===== config.mk =====
export PLATFORM = sky130hd
export DESIGN_NAME = dac_setting_i2c_slave_por
export DESIGN_NICKNAME = d
export VERILOG_FILES = /design/src/design/dac_setting_pkg.sv /design/src/design/glitch_filter.sv /design/src/design/dac_setting_i2c_slave_por.sv
export VERILOG_INCLUDE_DIRS = /design/src /design/src/design
export SDC_FILE = /design/constraint.sdc
export NUM_CORES = 1
export LEC_CHECK = 0
export ABC_AREA = 1
export BUFFER_PORTS_ARGS = -buffer_cell sky130_fd_sc_hd__buf_2
export CAP_MARGIN = 20
export CORE_AREA = 2 2 108 110
export CTS_BUF_LIST = sky130_fd_sc_hd__clkbuf_4 sky130_fd_sc_hd__clkbuf_8
export DETAILED_ROUTE_END_ITERATION = 8
export DIE_AREA = 0 0 110 112
export PLACE_DENSITY = 0.5
export REMOVE_ABC_BUFFERS = 1
export SLEW_MARGIN = 20
export SYNTH_ARGS = -nofsm -noshare
export SYNTH_HDL_FRONTEND = slang
export SYNTH_SLANG_ARGS = --single-unit

===== constraint.sdc =====
create_clock -name ref_clk -period 3.9 [get_ports ref_clk]
set_clock_uncertainty 0.05 [all_clocks]
set_input_delay 0.39 -clock ref_clk [delete_from_list [all_inputs] [get_ports ref_clk]]
set_output_delay 0.39 -clock ref_clk [all_outputs]
set_load 0.005 [all_outputs]

===== src/design/dac_setting_defines.svh =====
// Purpose: Constants for the serial setting port and its power-up handling
// Assumes: 50 MHz sampling clock
// Notes:   Times are in ns, rates in kb/s
`ifndef DAC_SETTING_DEFINES_SVH
`define DAC_SETTING_DEFINES_SVH

// ----------------------------------------
// Reset values
// ----------------------------------------
`define SHIFT_DEFAULT    8'h40
`define SETTING_DEFAULT  7'h20

// ----------------------------------------
// Frame layout
// ----------------------------------------
`define SLAVE_ADDR_DEFAULT 7'h2E
`define CMD_SETTING      8'h00
`define BYTE_BITS        4'h8
`define SETTING_WIDTH    7
`define SHIFT_WIDTH      8

// ----------------------------------------
// Timing
// ----------------------------------------
`define CLK_PERIOD_NS    20
`define SPIKE_NS         50
`define SPIKE_CYCLES     ((`SPIKE_NS + `CLK_PERIOD_NS - 1) / `CLK_PERIOD_NS)
`define STD_RATE_KBPS    100
`define FAST_RATE_KBPS   400
`define FAST_BIT_CYCLES  (1000000 / (`FAST_RATE_KBPS * `CLK_PERIOD_NS))

`endif


===== src/design/dac_setting_pkg.sv =====
// Purpose: Types for the serial setting port
// Assumes: Nothing
// Notes:   Constants live in the defines header
package dac_setting_pkg;

    typedef enum logic [3:0] {
        BUS_IDLE,
        BUS_ADDR,
        BUS_ADDR_ACK,
        BUS_CMD,
        BUS_CMD_ACK,
        BUS_WDATA,
        BUS_WDATA_ACK,
        BUS_RDATA,
        BUS_RDATA_ACK,
        BUS_IGNORE
    } bus_state_type;

endpackage


===== src/design/glitch_filter.sv =====
// Purpose: Two-flop synchroniser and spike filter for one pin
// Assumes: Pin is asynchronous to ref_clk
// Notes:   Level follows the pin once it has been stable for LEN cycles
`timescale 1ns/10ps
module glitch_filter #(
    parameter int   LEN  = 3,
    parameter logic INIT = 1'b1
) (
    input  wire logic ref_clk,
    input  wire logic srst,
    input  wire logic pin,
    output logic      level
);

    localparam int CW = $clog2(LEN + 1);
    localparam logic [CW-1:0] LEN_M1 = CW'(LEN - 1);

    if (LEN < 2) begin : g_bad_len
        $error("glitch_filter: LEN must be at least 2");
    end

    logic          sync1_reg;
    logic          sync2_reg;
    logic          level_reg;
    logic [CW-1:0] cnt_reg;
    wire           agree = (sync2_reg == level_reg);
    wire           ripe  = (cnt_reg == LEN_M1);

    // ----------------------------------------
    // Sync and filter
    // ----------------------------------------
    always_ff @(posedge ref_clk) begin
        if (srst) begin
            sync1_reg <= INIT;
            sync2_reg <= INIT;
            level_reg <= INIT;
            cnt_reg   <= '0;
        end else begin
            sync1_reg <= pin;
            sync2_reg <= sync1_reg;
            if (agree || ripe) begin
                cnt_reg <= '0;
            end else begin
                cnt_reg <= cnt_reg + 1'b1;
            end
            if (!agree && ripe) begin
                level_reg <= sync2_reg;
            end
        end
    end

    assign level = level_reg;
endmodule // glitch_filter


===== src/design/dac_setting_i2c_slave_por.sv =====
// Purpose: Power-up handling and two-wire slave port of the output setting
// Assumes: srst comes from the supply trip detector; pins are asynchronous
// Notes:   Slave only; SCL is input only; SDA is open drain
//
// Contract
// - Supply rise loads shift 40h, setting 20h
// - After default load, enable serial port
// - Supply drop disables port, ignores bus
// - Below retention, setting marked possibly corrupt
// - Brown-out may lose a partial write
// - Seven-bit setting reloaded on every rise
// - Stop enters static state, start leaves
// - Port writes and reads the setting
// - Slave only, seven-bit addressing
// - Works up to 100 and 400 kb/s
// - Lines only pulled low or released
// - Spikes on clock and data suppressed
// - Data fall while clock high starts
// - Data changes only while clock low
// - Data rise while clock high stops
// - Acknowledge low during the ninth clock
`timescale 1ns/10ps
`include "dac_setting_defines.svh"
module dac_setting_i2c_slave_por
    import dac_setting_pkg::*;
#(
    parameter logic [6:0] SLAVE_ADDR = `SLAVE_ADDR_DEFAULT,
    parameter int         SPIKE_LEN  = `SPIKE_CYCLES
) (
    input  wire logic        ref_clk,
    input  wire logic        srst,
    input  wire logic        scl_in,
    input  wire logic        sda_in,
    input  wire logic        supply_drop_reset,
    input  wire logic        retention_lost,
    output logic             sda_out,
    output logic             sda_oe_n,
    output logic [6:0]       output_level_setting,
    output logic             iface_enabled,
    output logic             bus_static,
    output logic             setting_valid
);

    // Filter must settle well inside the shortest clock-high phase
    if (SPIKE_LEN < 2 || SPIKE_LEN * 4 > `FAST_BIT_CYCLES) begin : g_bad_spike
        $error("dac_setting_i2c_slave_por: SPIKE_LEN out of range");
    end

    // ----------------------------------------
    // Input conditioning
    // ----------------------------------------
    logic scl_f;
    logic sda_f;
    logic drop_s;
    logic ram_s;

    glitch_filter #(.LEN(SPIKE_LEN), .INIT(1'b1)) u_scl_filt (
        .ref_clk (ref_clk),
        .srst    (srst),
        .pin     (scl_in),
        .level   (scl_f)
    );
    glitch_filter #(.LEN(SPIKE_LEN), .INIT(1'b1)) u_sda_filt (
        .ref_clk (ref_clk),
        .srst    (srst),
        .pin     (sda_in),
        .level   (sda_f)
    );
    glitch_filter #(.LEN(2), .INIT(1'b1)) u_drop_filt (
        .ref_clk (ref_clk),
        .srst    (srst),
        .pin     (supply_drop_reset),
        .level   (drop_s)
    );
    glitch_filter #(.LEN(2), .INIT(1'b0)) u_ram_filt (
        .ref_clk (ref_clk),
        .srst    (srst),
        .pin     (retention_lost),
        .level   (ram_s)
    );

    // ----------------------------------------
    // State
    // ----------------------------------------
    bus_state_type state_reg;
    bus_state_type state_next;
    logic [7:0]    shift_reg;
    logic [7:0]    shift_next;
    logic [6:0]    setting_reg;
    logic [6:0]    setting_next;
    logic [3:0]    cnt_reg;
    logic [3:0]    cnt_next;
    logic          oe_n_reg;
    logic          oe_n_next;
    logic          static_reg;
    logic          static_next;
    logic          rd_reg;
    logic          rd_next;
    logic          cmd_ok_reg;
    logic          cmd_ok_next;
    logic          scl_q;
    logic          sda_q;
    logic          drop_q;
    logic          enabled_reg;
    logic          valid_reg;
    logic          sda_out_reg;

    // ----------------------------------------
    // Event decode
    // ----------------------------------------
    wire       scl_rise    = scl_f & ~scl_q;
    wire       scl_fall    = ~scl_f & scl_q;
    wire       start_det   = scl_f & scl_q & sda_q & ~sda_f;
    wire       stop_det    = scl_f & scl_q & ~sda_q & sda_f;
    wire       supply_rise = drop_q & ~drop_s;
    wire       byte_done   = (cnt_reg == `BYTE_BITS);
    wire       addr_match  = (shift_reg[7:1] == SLAVE_ADDR);
    wire       receiving   = (state_reg == BUS_ADDR) || (state_reg == BUS_CMD)
                           || (state_reg == BUS_WDATA);
    wire [7:0] read_word   = {1'b0, setting_reg};

    // ----------------------------------------
    // Next state
    // ----------------------------------------
    always_comb begin
        state_next   = state_reg;
        shift_next   = shift_reg;
        setting_next = setting_reg;
        cnt_next     = cnt_reg;
        oe_n_next    = oe_n_reg;
        static_next  = static_reg;
        rd_next      = rd_reg;
        cmd_ok_next  = cmd_ok_reg;
        if (drop_s || supply_rise) begin
            // Partial writes are simply dropped here
            state_next = BUS_IDLE;
            cnt_next   = 4'h0;
            oe_n_next  = 1'b1;
            if (supply_rise) begin
                shift_next   = `SHIFT_DEFAULT;
                setting_next = `SETTING_DEFAULT;
            end
        end else if (start_det) begin
            state_next  = BUS_ADDR;
            cnt_next    = 4'h0;
            oe_n_next   = 1'b1;
            static_next = 1'b0;
        end else if (stop_det) begin
            state_next  = BUS_IDLE;
            oe_n_next   = 1'b1;
            static_next = 1'b1;
        end else if (scl_rise) begin
            if (receiving && !byte_done) begin
                shift_next = {shift_reg[6:0], sda_f};
                cnt_next   = cnt_reg + 4'h1;
            end else if (state_reg == BUS_RDATA_ACK && sda_f) begin
                state_next = BUS_IGNORE;
            end
        end else if (scl_fall) begin
            case (state_reg)
                BUS_ADDR: begin
                    if (byte_done) begin
                        if (addr_match) begin
                            oe_n_next  = 1'b0;
                            rd_next    = shift_reg[0];
                            state_next = BUS_ADDR_ACK;
                        end else begin
                            state_next = BUS_IGNORE;
                        end
                    end
                end
                BUS_CMD: begin
                    if (byte_done) begin
                        oe_n_next   = 1'b0;
                        cmd_ok_next = (shift_reg == `CMD_SETTING);
                        state_next  = BUS_CMD_ACK;
                    end
                end
                BUS_WDATA: begin
                    if (byte_done) begin
                        oe_n_next  = 1'b0;
                        state_next = BUS_WDATA_ACK;
                        if (cmd_ok_reg) begin
                            setting_next = shift_reg[6:0];
                        end
                    end
                end
                BUS_ADDR_ACK, BUS_RDATA_ACK: begin
                    cnt_next = 4'h0;
                    if (rd_reg) begin
                        oe_n_next  = read_word[7];
                        shift_next = {read_word[6:0], 1'b0};
                        cnt_next   = 4'h1;
                        state_next = BUS_RDATA;
                    end else begin
                        oe_n_next  = 1'b1;
                        state_next = BUS_CMD;
                    end
                end
                BUS_CMD_ACK, BUS_WDATA_ACK: begin
                    oe_n_next  = 1'b1;
                    cnt_next   = 4'h0;
                    state_next = BUS_WDATA;
                end
                BUS_RDATA: begin
                    if (byte_done) begin
                        oe_n_next  = 1'b1;
                        state_next = BUS_RDATA_ACK;
                    end else begin
                        oe_n_next  = shift_reg[7];
                        shift_next = {shift_reg[6:0], 1'b0};
                        cnt_next   = cnt_reg + 4'h1;
                    end
                end
                default: begin
                    oe_n_next = 1'b1;
                end
            endcase
        end
    end

    // ----------------------------------------
    // Registers
    // ----------------------------------------
    always_ff @(posedge ref_clk) begin
        if (srst) begin
            state_reg   <= BUS_IDLE;
            shift_reg   <= `SHIFT_DEFAULT;
            setting_reg <= `SETTING_DEFAULT;
            cnt_reg     <= 4'h0;
            oe_n_reg    <= 1'b1;
            static_reg  <= 1'b1;
            rd_reg      <= 1'b0;
            cmd_ok_reg  <= 1'b0;
        end else begin
            state_reg   <= state_next;
            shift_reg   <= shift_next;
            setting_reg <= setting_next;
            cnt_reg     <= cnt_next;
            oe_n_reg    <= oe_n_next;
            static_reg  <= static_next;
            rd_reg      <= rd_next;
            cmd_ok_reg  <= cmd_ok_next;
        end
    end

    always_ff @(posedge ref_clk) begin
        if (srst) begin
            scl_q       <= 1'b1;
            sda_q       <= 1'b1;
            drop_q      <= 1'b1;
            enabled_reg <= 1'b0;
            valid_reg   <= 1'b1;
            sda_out_reg <= 1'b0;
        end else begin
            scl_q       <= scl_f;
            sda_q       <= sda_f;
            drop_q      <= drop_s;
            enabled_reg <= ~drop_s;
            valid_reg   <= ~ram_s & (valid_reg | supply_rise);
            sda_out_reg <= 1'b0;
        end
    end

    assign sda_out              = sda_out_reg;
    assign sda_oe_n             = oe_n_reg;
    assign output_level_setting = setting_reg;
    assign iface_enabled        = enabled_reg;
    assign bus_static           = static_reg;
    assign setting_valid        = valid_reg;
endmodule // dac_setting_i2c_slave_por


==> metrics, run 1 <==
Final Instance Count excl. Fillers 535; layout cells sized above 1 20.9%; DP Wirelength between 4000 and 5000 um; setup bufs post-CTS 0; most frequent cells in the layout 78 x nand2_1, 58 x nor2_1, 52 x dfxtp_1; first-pass GRT wire length 10,900 um; grt total ovfl 0; # fillers 1,234; Routed Antenna Nets 0; clock slew at the register clock pins of the worst setup and hold paths around 0.1 ns; CP Cell Sequence ha_1, inv_1, nor2_1, nand2_1, nand2_2, nor2_8, nand2_1, nand3_1; worst min path class primary input to flop; Mapped Area approximately 0.0027 mm2; Max-slew headroom roughly 66%; Slew @ Worst Pin ~0.51 ns; Slowest cell on crit path ha_1; Yosys cell types 36; main flop type after synthesis dfxtp_1; CTS sink cnt between 50 and 60; total power draw 991 uW; CTS tree yes; core area approximately 0.011 mm2; cell mode on critical path nand2_1; crit share post-route 51.2%; commonest non-fill, non-tap cell in the layout nand2_1; Initial Utilization around a quarter; nets 406; routability cong. 0.875; DR DRC count 0; Synth Instances around 380; GRT met1 Usage between 10 and 15%; RSZ-0062 raised after global routing false; Root Buffer clkbuf_8; Rows 39; largest net degree at the start of global routing 24; GRT busiest layer met2; met2 usage approximately 18%; die footprint between 0.01 and 0.015 mm2; Pwr Density between 300 and 400 mW/mm2; H-tree levels 2; I/O Buffers 16; Mapped Avg Cell Area about 7.3 um2; Final setup viols 0; hold_buf cts 0; Detailed Route WL just over 6000 um; drt wl/cell between 10 and 15 um; Pre-antenna DRT Iters 4; endpoint type of the worst setup path flop; Vias/cell around 4.4; final hold vios 0; Area Growth Syn to Fin 11.6%; maxcap violations 0; Die Y approximately 110 um; via count around 2,300; critical path data required time roughly 4.0 ns; GRT Resource Usage Total a little over a tenth; placed insts about 530; antenna violations before repair 0; Num CTS Buffers 5; run status finished, final reports clean; register area share after synthesis between 30% and 40%; Post-Route Setup TNS 0 ns; register bit total from synthesis 52; Lkg Pwr 1.25 nW; fin. max-slew vios 0; vias in the first global route around 2,300; Crit Path Max Fanout 10; synth warn 0; critical path class flop to flop; CP peak stage delay between 0.4 and 0.5 ns; Resized cells post-CTS 0; number of top-level pins 18; Synth async-reset ratio 0%; min Tclk post-route 2.00 ns; Die Span X ~110 um; Post-synth EDFFs 0; 1st-iter DRT viols between 100 and 150; ant diodes 0; Fmax roughly 500 MHz; GR Layer Usage met3 under 10%; arrival time worst endpoint 2.13 ns; clk_lat worst skew roughly 0.3 ns; clock buffer depth 2; element type at the critical path start flop; worst vdd ir 0.135 mV; Largest register FFs 8
-- worst max-delay path: cells and delay by family (launching register included) --
family | cells | cell delay [ns]
flip-flops | 1 | 0.40
buffers and inverters | 1 | 0.26
AND/OR/NAND/NOR | 6 | 0.74
adder cells (fa/ha/maj) | 1 | 0.43
-- metrics by stage --
| step | hold slack, ns | util [%] | cell area [um2] | setup slack (ns) |
|---|---|---|---|---|
| after floorplan | 0.338 | - | 2690 | 2.14 |
| after global placement | 0.343 | 26.4 | 2950 | 1.97 |
| after detailed placement | 0.346 | 26.4 | 2950 | 1.92 |
| after CTS | 0.198 | 27.4 | 3060 | 1.88 |
| after global routing | 0.189 | 27.4 | 3060 | 1.70 |
| final | 0.209 | 27.4 | 3060 | 1.90 |
-- logic make-up (layout without fill, tap and decap cells) --
kind of cell | count (synthesis) | after routing | share of synthesized area [%]
DFF | 52 | 52 | 38.0
other | 1 | 1 | 0.137
buffers and inverters | 45 | 62 | 7.12
adders and majority gates | 9 | 9 | 4.11
and+or+nand+nor | 208 | 208 | 37.3
AOI/OAI and AO/OA | 58 | 58 | 12.7
xor gates and xnor gates | 2 | 2 | 0.639
-- final timing paths --
kind | slack, ns | depth (start not counted) | to | start
setup / recovery | 1.90 | 8 | shift_reg[6] | u_scl_filt.level
hold / removal | 0.21 | 2 | u_drop_filt.sync1_reg | supply_drop_reset
setup reg to reg | 1.90 | 8 | shift_reg[6] | u_scl_filt.level
hold reg to reg | 0.36 | 2 | u_ram_filt.sync2_reg | u_ram_filt.sync1_reg
-- routing by layer --
layer / share of wire (%) / vias to the layer above
met5: 0 / -
met4: 1.0 / 0
met3: 2.5 / 6
met2: 48 / 31
met1: 49 / 1055
li1: - / 1238
-- area by class of cell --
| type | instances | area (um2) | area share, % |
|---|---|---|---|
| repair buffers | 16 | 80.1 | 2.62 |
| well taps | 143 | 179 | 5.85 |
| inverters | 38 | 143 | 4.66 |
| multi-input cells | 278 | 1500 | 49.2 |
| clock inverters | 3 | 42.5 | 1.39 |
| clock buffers | 5 | 68.8 | 2.25 |
| flip-flops and latches | 52 | 1040 | 34.0 |
-- synth_stat cells, types with 2 or more instances --
master,n,area [um2]
buf_6,2,22.5
nand2_4,2,22.5
nand2_2,14,87.6
nor2_2,4,25.0
or2_2,6,37.5
a21oi_1,20,100
nor3_1,2,10.0
inv_2,11,41.3
o21ai_2,2,17.5
nand2_1,78,293
buf_4,3,22.5
inv_1,26,97.6
nand3_2,5,50.1
o21ai_1,8,40.0
nand4_1,3,18.8
o21ai_0,17,85.1
nor2_1,58,218
o211ai_1,5,37.5
dfxtp_1,52,1040
ha_1,9,113
nand3_1,25,125
nor2_4,8,90.1
clkbuf_1,2,7.51
-- power by group --
part           switching (mW)  total (mW)  internal [mW]  leakage, nW
Sequential             0.0110       0.557          0.546        0.423
Combinational          0.0350      0.0588         0.0238        0.773
Clock                   0.185       0.375          0.190       0.0541
Total                   0.231       0.991          0.760         1.25
Power figures use the tool's default switching activity.
==> run 2, diff against run 1 <==
--- a/config.mk
+++ b/config.mk
@@ -6,13 +6,13 @@
 export SDC_FILE = /design/constraint.sdc
 export NUM_CORES = 1
 export LEC_CHECK = 0
-export ABC_AREA = 1
+export ABC_AREA = 0
 export BUFFER_PORTS_ARGS = -buffer_cell sky130_fd_sc_hd__buf_2
 export CAP_MARGIN = 20
-export CORE_AREA = 2 2 108 110
+export CORE_AREA = 2 2 107 109
 export CTS_BUF_LIST = sky130_fd_sc_hd__clkbuf_4 sky130_fd_sc_hd__clkbuf_8
 export DETAILED_ROUTE_END_ITERATION = 8
-export DIE_AREA = 0 0 110 112
+export DIE_AREA = 0 0 109 111
 export PLACE_DENSITY = 0.5
 export REMOVE_ABC_BUFFERS = 1
 export SLEW_MARGIN = 20
==> constraint.sdc (replaced) <==
create_clock -name ref_clk -period 1.9 [get_ports ref_clk]
set_clock_uncertainty 0.05 [all_clocks]
set_input_delay 0.19 -clock ref_clk [delete_from_list [all_inputs] [get_ports ref_clk]]
set_output_delay 0.19 -clock ref_clk [all_outputs]
set_load 0.005 [all_outputs]
==> metrics, run 2 <==
sequential share of power 55.7% (was 56.2%); Mapped Area 0.00268 mm2 (was 0.00274 mm2); CTS tree yes (unchanged); first-pass GRT wire length 12,500 um (was 10,900 um); DR DRC count 0 (unchanged); final critical-path setup slack -0.174 ns (was 1.90 ns); number of top-level pins 18 (unchanged); area leader, netlist dfxtp_1 (unchanged); RSZ-0062 raised after global routing true (was false); antenna violations before repair 0 (unchanged); DP Wirelength 5320 um (was 4720 um); commonest non-fill, non-tap cell in the layout buf_4 (was nand2_1); Crit Path Max Fanout 6 (was 10); Die Y 111 um (was 112 um); failing checks setup timing; Cell Area, Placed 0.00335 mm2 (was 0.00295 mm2); I/O Buffers 16 (unchanged); Reg2Reg Depth 6 (was 8); crit share post-route 109% (was 51.2%); # fillers 1,130 (was 1,234); register bit total from synthesis 52 (unchanged); Synth top cells by count 52 x dfxtp_1, 27 x nor2_1, 22 x nand2_1, 20 x a21oi_1, 17 x inv_1 (was 78 x nand2_1, 58 x nor2_1, 52 x dfxtp_1, 26 x inv_1, 25 x nand3_1); Pwr Density 522 mW/mm2 (was 324 mW/mm2); drt wl/cell 13.6 um (was 11.6 um); 1st-iter DRT viols 60 (was 101); reg2reg setup slack -0.17 ns (was 1.90 ns); Area Growth Syn to Fin 41.6% (was 11.6%); main flop type after synthesis dfxtp_1 (unchanged); vias in the first global route 2,579 (was 2,260); endpoint type of the worst setup path flop (unchanged); Worst Hold End u_sda_filt.sync1_reg (was u_drop_filt.sync1_reg); GRT Resource Usage Total 13.0% (was 10.9%); Lkg Pwr 1.41 nW (was 1.25 nW); Logic pwr share 3.1% (was 5.9%); Slew @ Worst Pin 0.580 ns (was 0.509 ns); Internal Pwr Total 1.54 mW (was 760 uW); Max-slew headroom 61.3% (was 65.9%); run status finished, violations left (was finished, final reports clean); register area share after synthesis 38.8% (was 38.0%); critical path data required time 2.08 ns (was 4.04 ns); Die Span X 109 um (was 110 um); layout cells sized above 1 38.4% (was 20.9%); Routed Antenna Nets 0 (unchanged); core area 0.0111 mm2 (was 0.0112 mm2); via count 2,613 (was 2,330); Root Buffer clkbuf_8 (unchanged); arrival time worst endpoint 2.26 ns (was 2.13 ns); Clk pwr share 41.2% (was 37.9%); die footprint 0.0121 mm2 (was 0.0123 mm2); Detailed Route WL 7360 um (was 6180 um); switching pwr 448 uW (was 231 uW); Rows 39 (unchanged); area occupied by multi-input gates 0.00171 mm2 (was 0.00150 mm2); clock buffer depth 2 (unchanged); min Tclk post-route 2.07 ns (was 2.00 ns); fin. max-slew vios 0 (unchanged); sw frac 22.6% (was 23.3%); Pre-antenna DRT Iters 4 (unchanged); worst vdd ir 0.273 mV (was 0.135 mV); H-tree levels 2 (unchanged); Vias/cell 4.83 (was 4.36); Mapped Avg Cell Area 8.41 um2 (was 7.31 um2); dominant cells by area after synthesis dfxtp_1 39%, ha_1 4.2%, nor2_1 3.8%, a21oi_1 3.7%, mux2i_1 3.7% (was dfxtp_1 38%, nand2_1 11%, nor2_1 7.9%, nand3_1 4.6%, ha_1 4.1%); largest net degree at the start of global routing 29 (was 24); worst min-delay path startpoint sda_in (was supply_drop_reset); maxcap violations 0 (unchanged); most frequent cells in the layout 69 x buf_4, 46 x dfxtp_1, 24 x nor2_1 (was 78 x nand2_1, 58 x nor2_1, 52 x dfxtp_1); final hold vios 0 (unchanged); Hold Crit Depth 2 (unchanged); Yosys cell types 54 (was 36); Core Util, Final 34.3% (was 27.4%); reg2reg start state_reg[2] (was u_scl_filt.level); Largest register FFs 8 (unchanged); Final setup viols 7 (was 0); grt total ovfl 0 (unchanged); Synth async-reset ratio 0% (unchanged); post-route cell area 0.00380 mm2 (was 0.00306 mm2); routability cong. 0.811 (was 0.875); register area 0.00105 mm2 (was 0.00104 mm2); top-area cell type share of the netlist area 38.8% (was 38.0%); Initial Utilization 24.2% (was 24.5%); clock slew at the register clock pins of the worst setup and hold paths 0.10 ns (about the same); top-count cell post-synth dfxtp_1 (was nand2_1); Fmax 482 MHz (was 500 MHz); Num CTS Buffers 5 (unchanged); clk_lat worst skew 0.31 ns (was 0.30 ns); R2R Path End shift_reg[2] (was shift_reg[6]); worst min path class primary input to flop (unchanged); Synth Instances 319 (was 375); element type at the critical path start flop (unchanged); Post-synth EDFFs 0 (unchanged); synth warn 0 (unchanged); Placement Setup Slack -0.232 ns (was 1.92 ns); CTS sink cnt 52 (unchanged); critical path class flop to flop (unchanged); nets 412 (was 406); ant diodes 0 (unchanged)
## run 2: cell types whose count changed after synthesis, sizes merged, moves of 6 or more
cell    previous run  this run
nand3             31         4
o21ai             27        18
a32oi              0         6
a31o               0         6
inv               37        17
nor4               0         6
nand2             94        22
nor2              71        27
mux2i              0        10
nor3b              0         8
clkbuf             2        16
nor3               2        14
## run 2: power groups by stage
stage / Combinational, mW / Clock [mW] / Sequential (mW)
6_report: 0.0609 / 0.818 / 1.10
5_1_grt: 0.0685 / 0.900 / 1.11
4_1_cts: 0.0606 / 0.850 / 1.11
3_5_place_dp: 0.0563 / 0 / 1.13
3_3_place_gp: 0.0553 / 0 / 1.13
2_1_floorplan: 0.0254 / 0 / 1.13
## run 2: stage by stage
stage	TNS, ns	power [mW]	instances	hold WS (ns)
floorplan	-5.80	1.16	298	0.209
global placement	-2.98	1.19	523	0.326
detailed placement	-2.86	1.19	523	0.327
CTS	-1.03	2.02	536	0.00740
global route	-1.65	2.08	541	0.00188
finish	-1.01	1.98	541	0.0166
## run 2: how the worst max path moves through the flow
stage,startpoint,endpoint,slack (ns)
2_1_floorplan,scl_q,output_level_setting[5],-0.52
3_3_place_gp,cnt_reg[0],output_level_setting[2],-0.22
3_5_place_dp,state_reg[0],shift_reg[1],-0.23
4_1_cts,state_reg[2],shift_reg[2],-0.16
5_1_grt,state_reg[2],shift_reg[2],-0.22
6_report,state_reg[2],shift_reg[2],-0.17
## run 2: critical path: stages, from the launching register on
cell,delay (ns)
dfxtp_2,0.33
or3b_1,0.37
a211o_1,0.25
and3b_2,0.21
or4_4,0.49
buf_6,0.15
o211ai_1,0.16
## run 2: cell type report
class | count | share of cell area (%)
multi-input combinational | 229 | 45.0
sequential | 52 | 27.7
clock inverter | 3 | 1.32
inverter | 17 | 1.68
tap | 143 | 4.71
timing repair buffer | 92 | 17.8
clock buffer | 5 | 1.81
## run 2: layer usage
layer / wire length, um / GRT usage [%] / vias to the layer above
met2: 3660 / 21.8 / 38
li1: - / - / 1313
met4: 59 / 3.59 / 0
met3: 197 / 2.12 / 7
met1: 3450 / 17.0 / 1255
met5: 0 / 0 / -
## run 2: what timing repair did
item	4_1_cts	5_1_grt
resized for setup	28	30
hold buffers	2	0
buffers inserted	3	7
hold endpoints to repair	2	0
gates cloned	0	0
pin swaps	11	13
endpoints found under the setup margin	22	23
## run 2: kinds of logic after synthesis
family,count (synthesis),synth area share [%]
simple gates,119,24.0
fa+ha+maj,9,4.20
buf+inv,38,5.60
xor+xnor,6,1.96
compound gates,83,21.1
mux,11,4.15
other cells,1,0.140
flops,52,38.8
==> run 3, diff against run 2 <==
--- a/config.mk
+++ b/config.mk
@@ -9,11 +9,11 @@
 export ABC_AREA = 0
 export BUFFER_PORTS_ARGS = -buffer_cell sky130_fd_sc_hd__buf_2
 export CAP_MARGIN = 20
-export CORE_AREA = 2 2 107 109
+export CORE_AREA = 2 2 77 79
 export CTS_BUF_LIST = sky130_fd_sc_hd__clkbuf_4 sky130_fd_sc_hd__clkbuf_8
 export DETAILED_ROUTE_END_ITERATION = 8
-export DIE_AREA = 0 0 109 111
-export PLACE_DENSITY = 0.5
+export DIE_AREA = 0 0 79 81
+export PLACE_DENSITY = 0.77
 export REMOVE_ABC_BUFFERS = 1
 export SLEW_MARGIN = 20
 export SYNTH_ARGS = -nofsm -noshare
==> metrics, run 3 (same netlist as run 2, synthesis figures left out) <==
largest net degree at the start of global routing 29 (unchanged); Max-slew headroom 54.2% (was 61.3%); Internal Pwr Total 1.40 mW (was 1.54 mW); sw frac 24.8% (was 22.6%); placed insts 447 (was 523); Core Util, Final 62.9% (was 34.3%); Root Buffer clkbuf_8 (unchanged); clock slew at the register clock pins of the worst setup and hold paths 0.11 ns (was 0.10 ns); Post-Route Setup TNS -1.35 ns (was -1.01 ns); sequential share of power 59.2% (was 55.7%); CTS tree yes (unchanged); element type at the critical path start flop (unchanged); via count 2,659 (was 2,613); Clk pwr share 37.7% (was 41.2%); failing checks setup timing (unchanged); 1st-iter DRT viols 181 (was 60); most frequent cells in the layout 58 x buf_4, 45 x dfxtp_1, 25 x nor2_1 (was 69 x buf_4, 46 x dfxtp_1, 24 x nor2_1); DR DRC count 0 (unchanged); layout cells sized above 1 35.6% (was 38.4%); Pre-antenna DRT Iters 5 (was 4); # fillers 452 (was 1,130); Logic pwr share 3.1% (about the same); Detailed Route WL 7460 um (was 7360 um); antenna violations before repair 0 (unchanged); CTS sink cnt 52 (unchanged); Fmax 476 MHz (was 482 MHz); critical path data required time 2.09 ns (was 2.08 ns); die footprint 0.00640 mm2 (was 0.0121 mm2); Final Instance Count excl. Fillers 463 (was 541); endpoint type of the worst setup path flop (unchanged); area occupied by multi-input gates 0.00165 mm2 (was 0.00171 mm2); run status finished, violations left (unchanged); Area Growth Syn to Fin 33.1% (was 41.6%); Largest register FFs 8 (unchanged); Die Y 81 um (was 111 um); vias in the first global route 2,635 (was 2,579); first-pass GRT wire length 12,000 um (was 12,500 um); RSZ-0062 raised after global routing true (unchanged); grt total ovfl 0 (unchanged); critical path class flop to flop (unchanged); Crit Path Max Fanout 6 (unchanged); I/O Buffers 16 (unchanged); Vias/cell 5.74 (was 4.83); arrival time worst endpoint 2.29 ns (was 2.26 ns); Lkg Pwr 1.35 nW (was 1.41 nW); Fin Hold WS 0.00622 ns (was 0.0166 ns); clk_lat worst skew 0.32 ns (was 0.31 ns); worst min path class primary input to flop (unchanged); min Tclk post-route 2.10 ns (was 2.07 ns); register area 0.00105 mm2 (about the same); clock buffer depth 2 (unchanged); Routed Antenna Nets 0 (unchanged); Rows 28 (was 39); ant diodes 0 (unchanged); commonest non-fill, non-tap cell in the layout buf_4 (unchanged); nets 402 (was 412); GRT Resource Usage Total 23.7% (was 13.0%); total power draw 1.87 mW (was 1.98 mW); routability cong. 0.866 (was 0.811); worst vdd ir 0.366 mV (was 0.273 mV); final hold vios 0 (unchanged); Final setup viols 10 (was 7); Pwr Density 523 mW/mm2 (was 522 mW/mm2); Num CTS Buffers 5 (unchanged); final critical-path setup slack -0.200 ns (was -0.174 ns); Slew @ Worst Pin 0.686 ns (was 0.580 ns); fin. max-slew vios 0 (unchanged); crit share post-route 111% (was 109%); drt wl/cell 16.1 um (was 13.6 um); number of top-level pins 18 (unchanged); H-tree levels 2 (unchanged); DP Wirelength 4810 um (was 5320 um); maxcap violations 0 (unchanged); Die Span X 79 um (was 109 um); switching pwr 464 uW (was 448 uW); Initial Utilization 47.2% (was 24.2%); core area 0.00568 mm2 (was 0.0111 mm2)
[run 3: metrics by stage]
step,area [um2],setup slack (ns)
floorplan,2590,-0.519
global placement,3200,-0.192
detailed placement,3200,-0.222
CTS,3430,-0.166
global route,3570,-0.286
finish,3570,-0.200
[run 3: worst paths after layout]
path / startpoint / end / slack, ns / cells past startpoint
worst max-delay path: state_reg[0] / shift_reg[2] / -0.20 / 6
worst min-delay path: sda_in / u_sda_filt.sync1_reg / 0.006 / 2
worst max register to register: state_reg[0] / shift_reg[2] / -0.20 / 6
worst min register to register: u_sda_filt.cnt_reg[0] / u_sda_filt.cnt_reg[0] / 0.37 / 1
[run 3: worst max-delay path: stages (launching register included)]
cell	delay [ns]
dfxtp_2	0.34
or3b_1	0.38
a211o_1	0.27
and3b_1	0.19
or4_4	0.50
buf_6	0.15
o211ai_1	0.16
[run 3: final cells by class]
type                       count  area share (%)
multi-input combinational    229            46.3
sequential                    52            29.5
timing repair buffer          82            16.9
tap                           75            2.63
clock buffer                   5            1.93
inverter                      17            1.79
clock inverter                 3           0.946
[run 3: power groups by stage]
stage                     Combinational, mW  Sequential, mW  Clock [mW]
after global routing                 0.0656            1.11       0.768
after CTS                            0.0563            1.11       0.713
after detailed placement             0.0518            1.13           0
final                                0.0586            1.11       0.704
after global placement               0.0504            1.13           0
after floorplan                      0.0254            1.13           0
[run 3: layer usage]
metal  up-vias  share of wire (%)  track usage, %
met1      1291                 43            27.5
met2        67                 51            43.5
li1       1283                  -               -
met5         -                  0               0
met3        18                3.7            3.89
met4         0                2.6            9.48
[run 3: what timing repair did]
item                       CTS  global route
hold endpoints to repair     2             0
setup endpoints to repair   22            26
pin swaps                   16             8
resized for setup           24            26
buffers inserted             2             4
hold buffers                 2             0
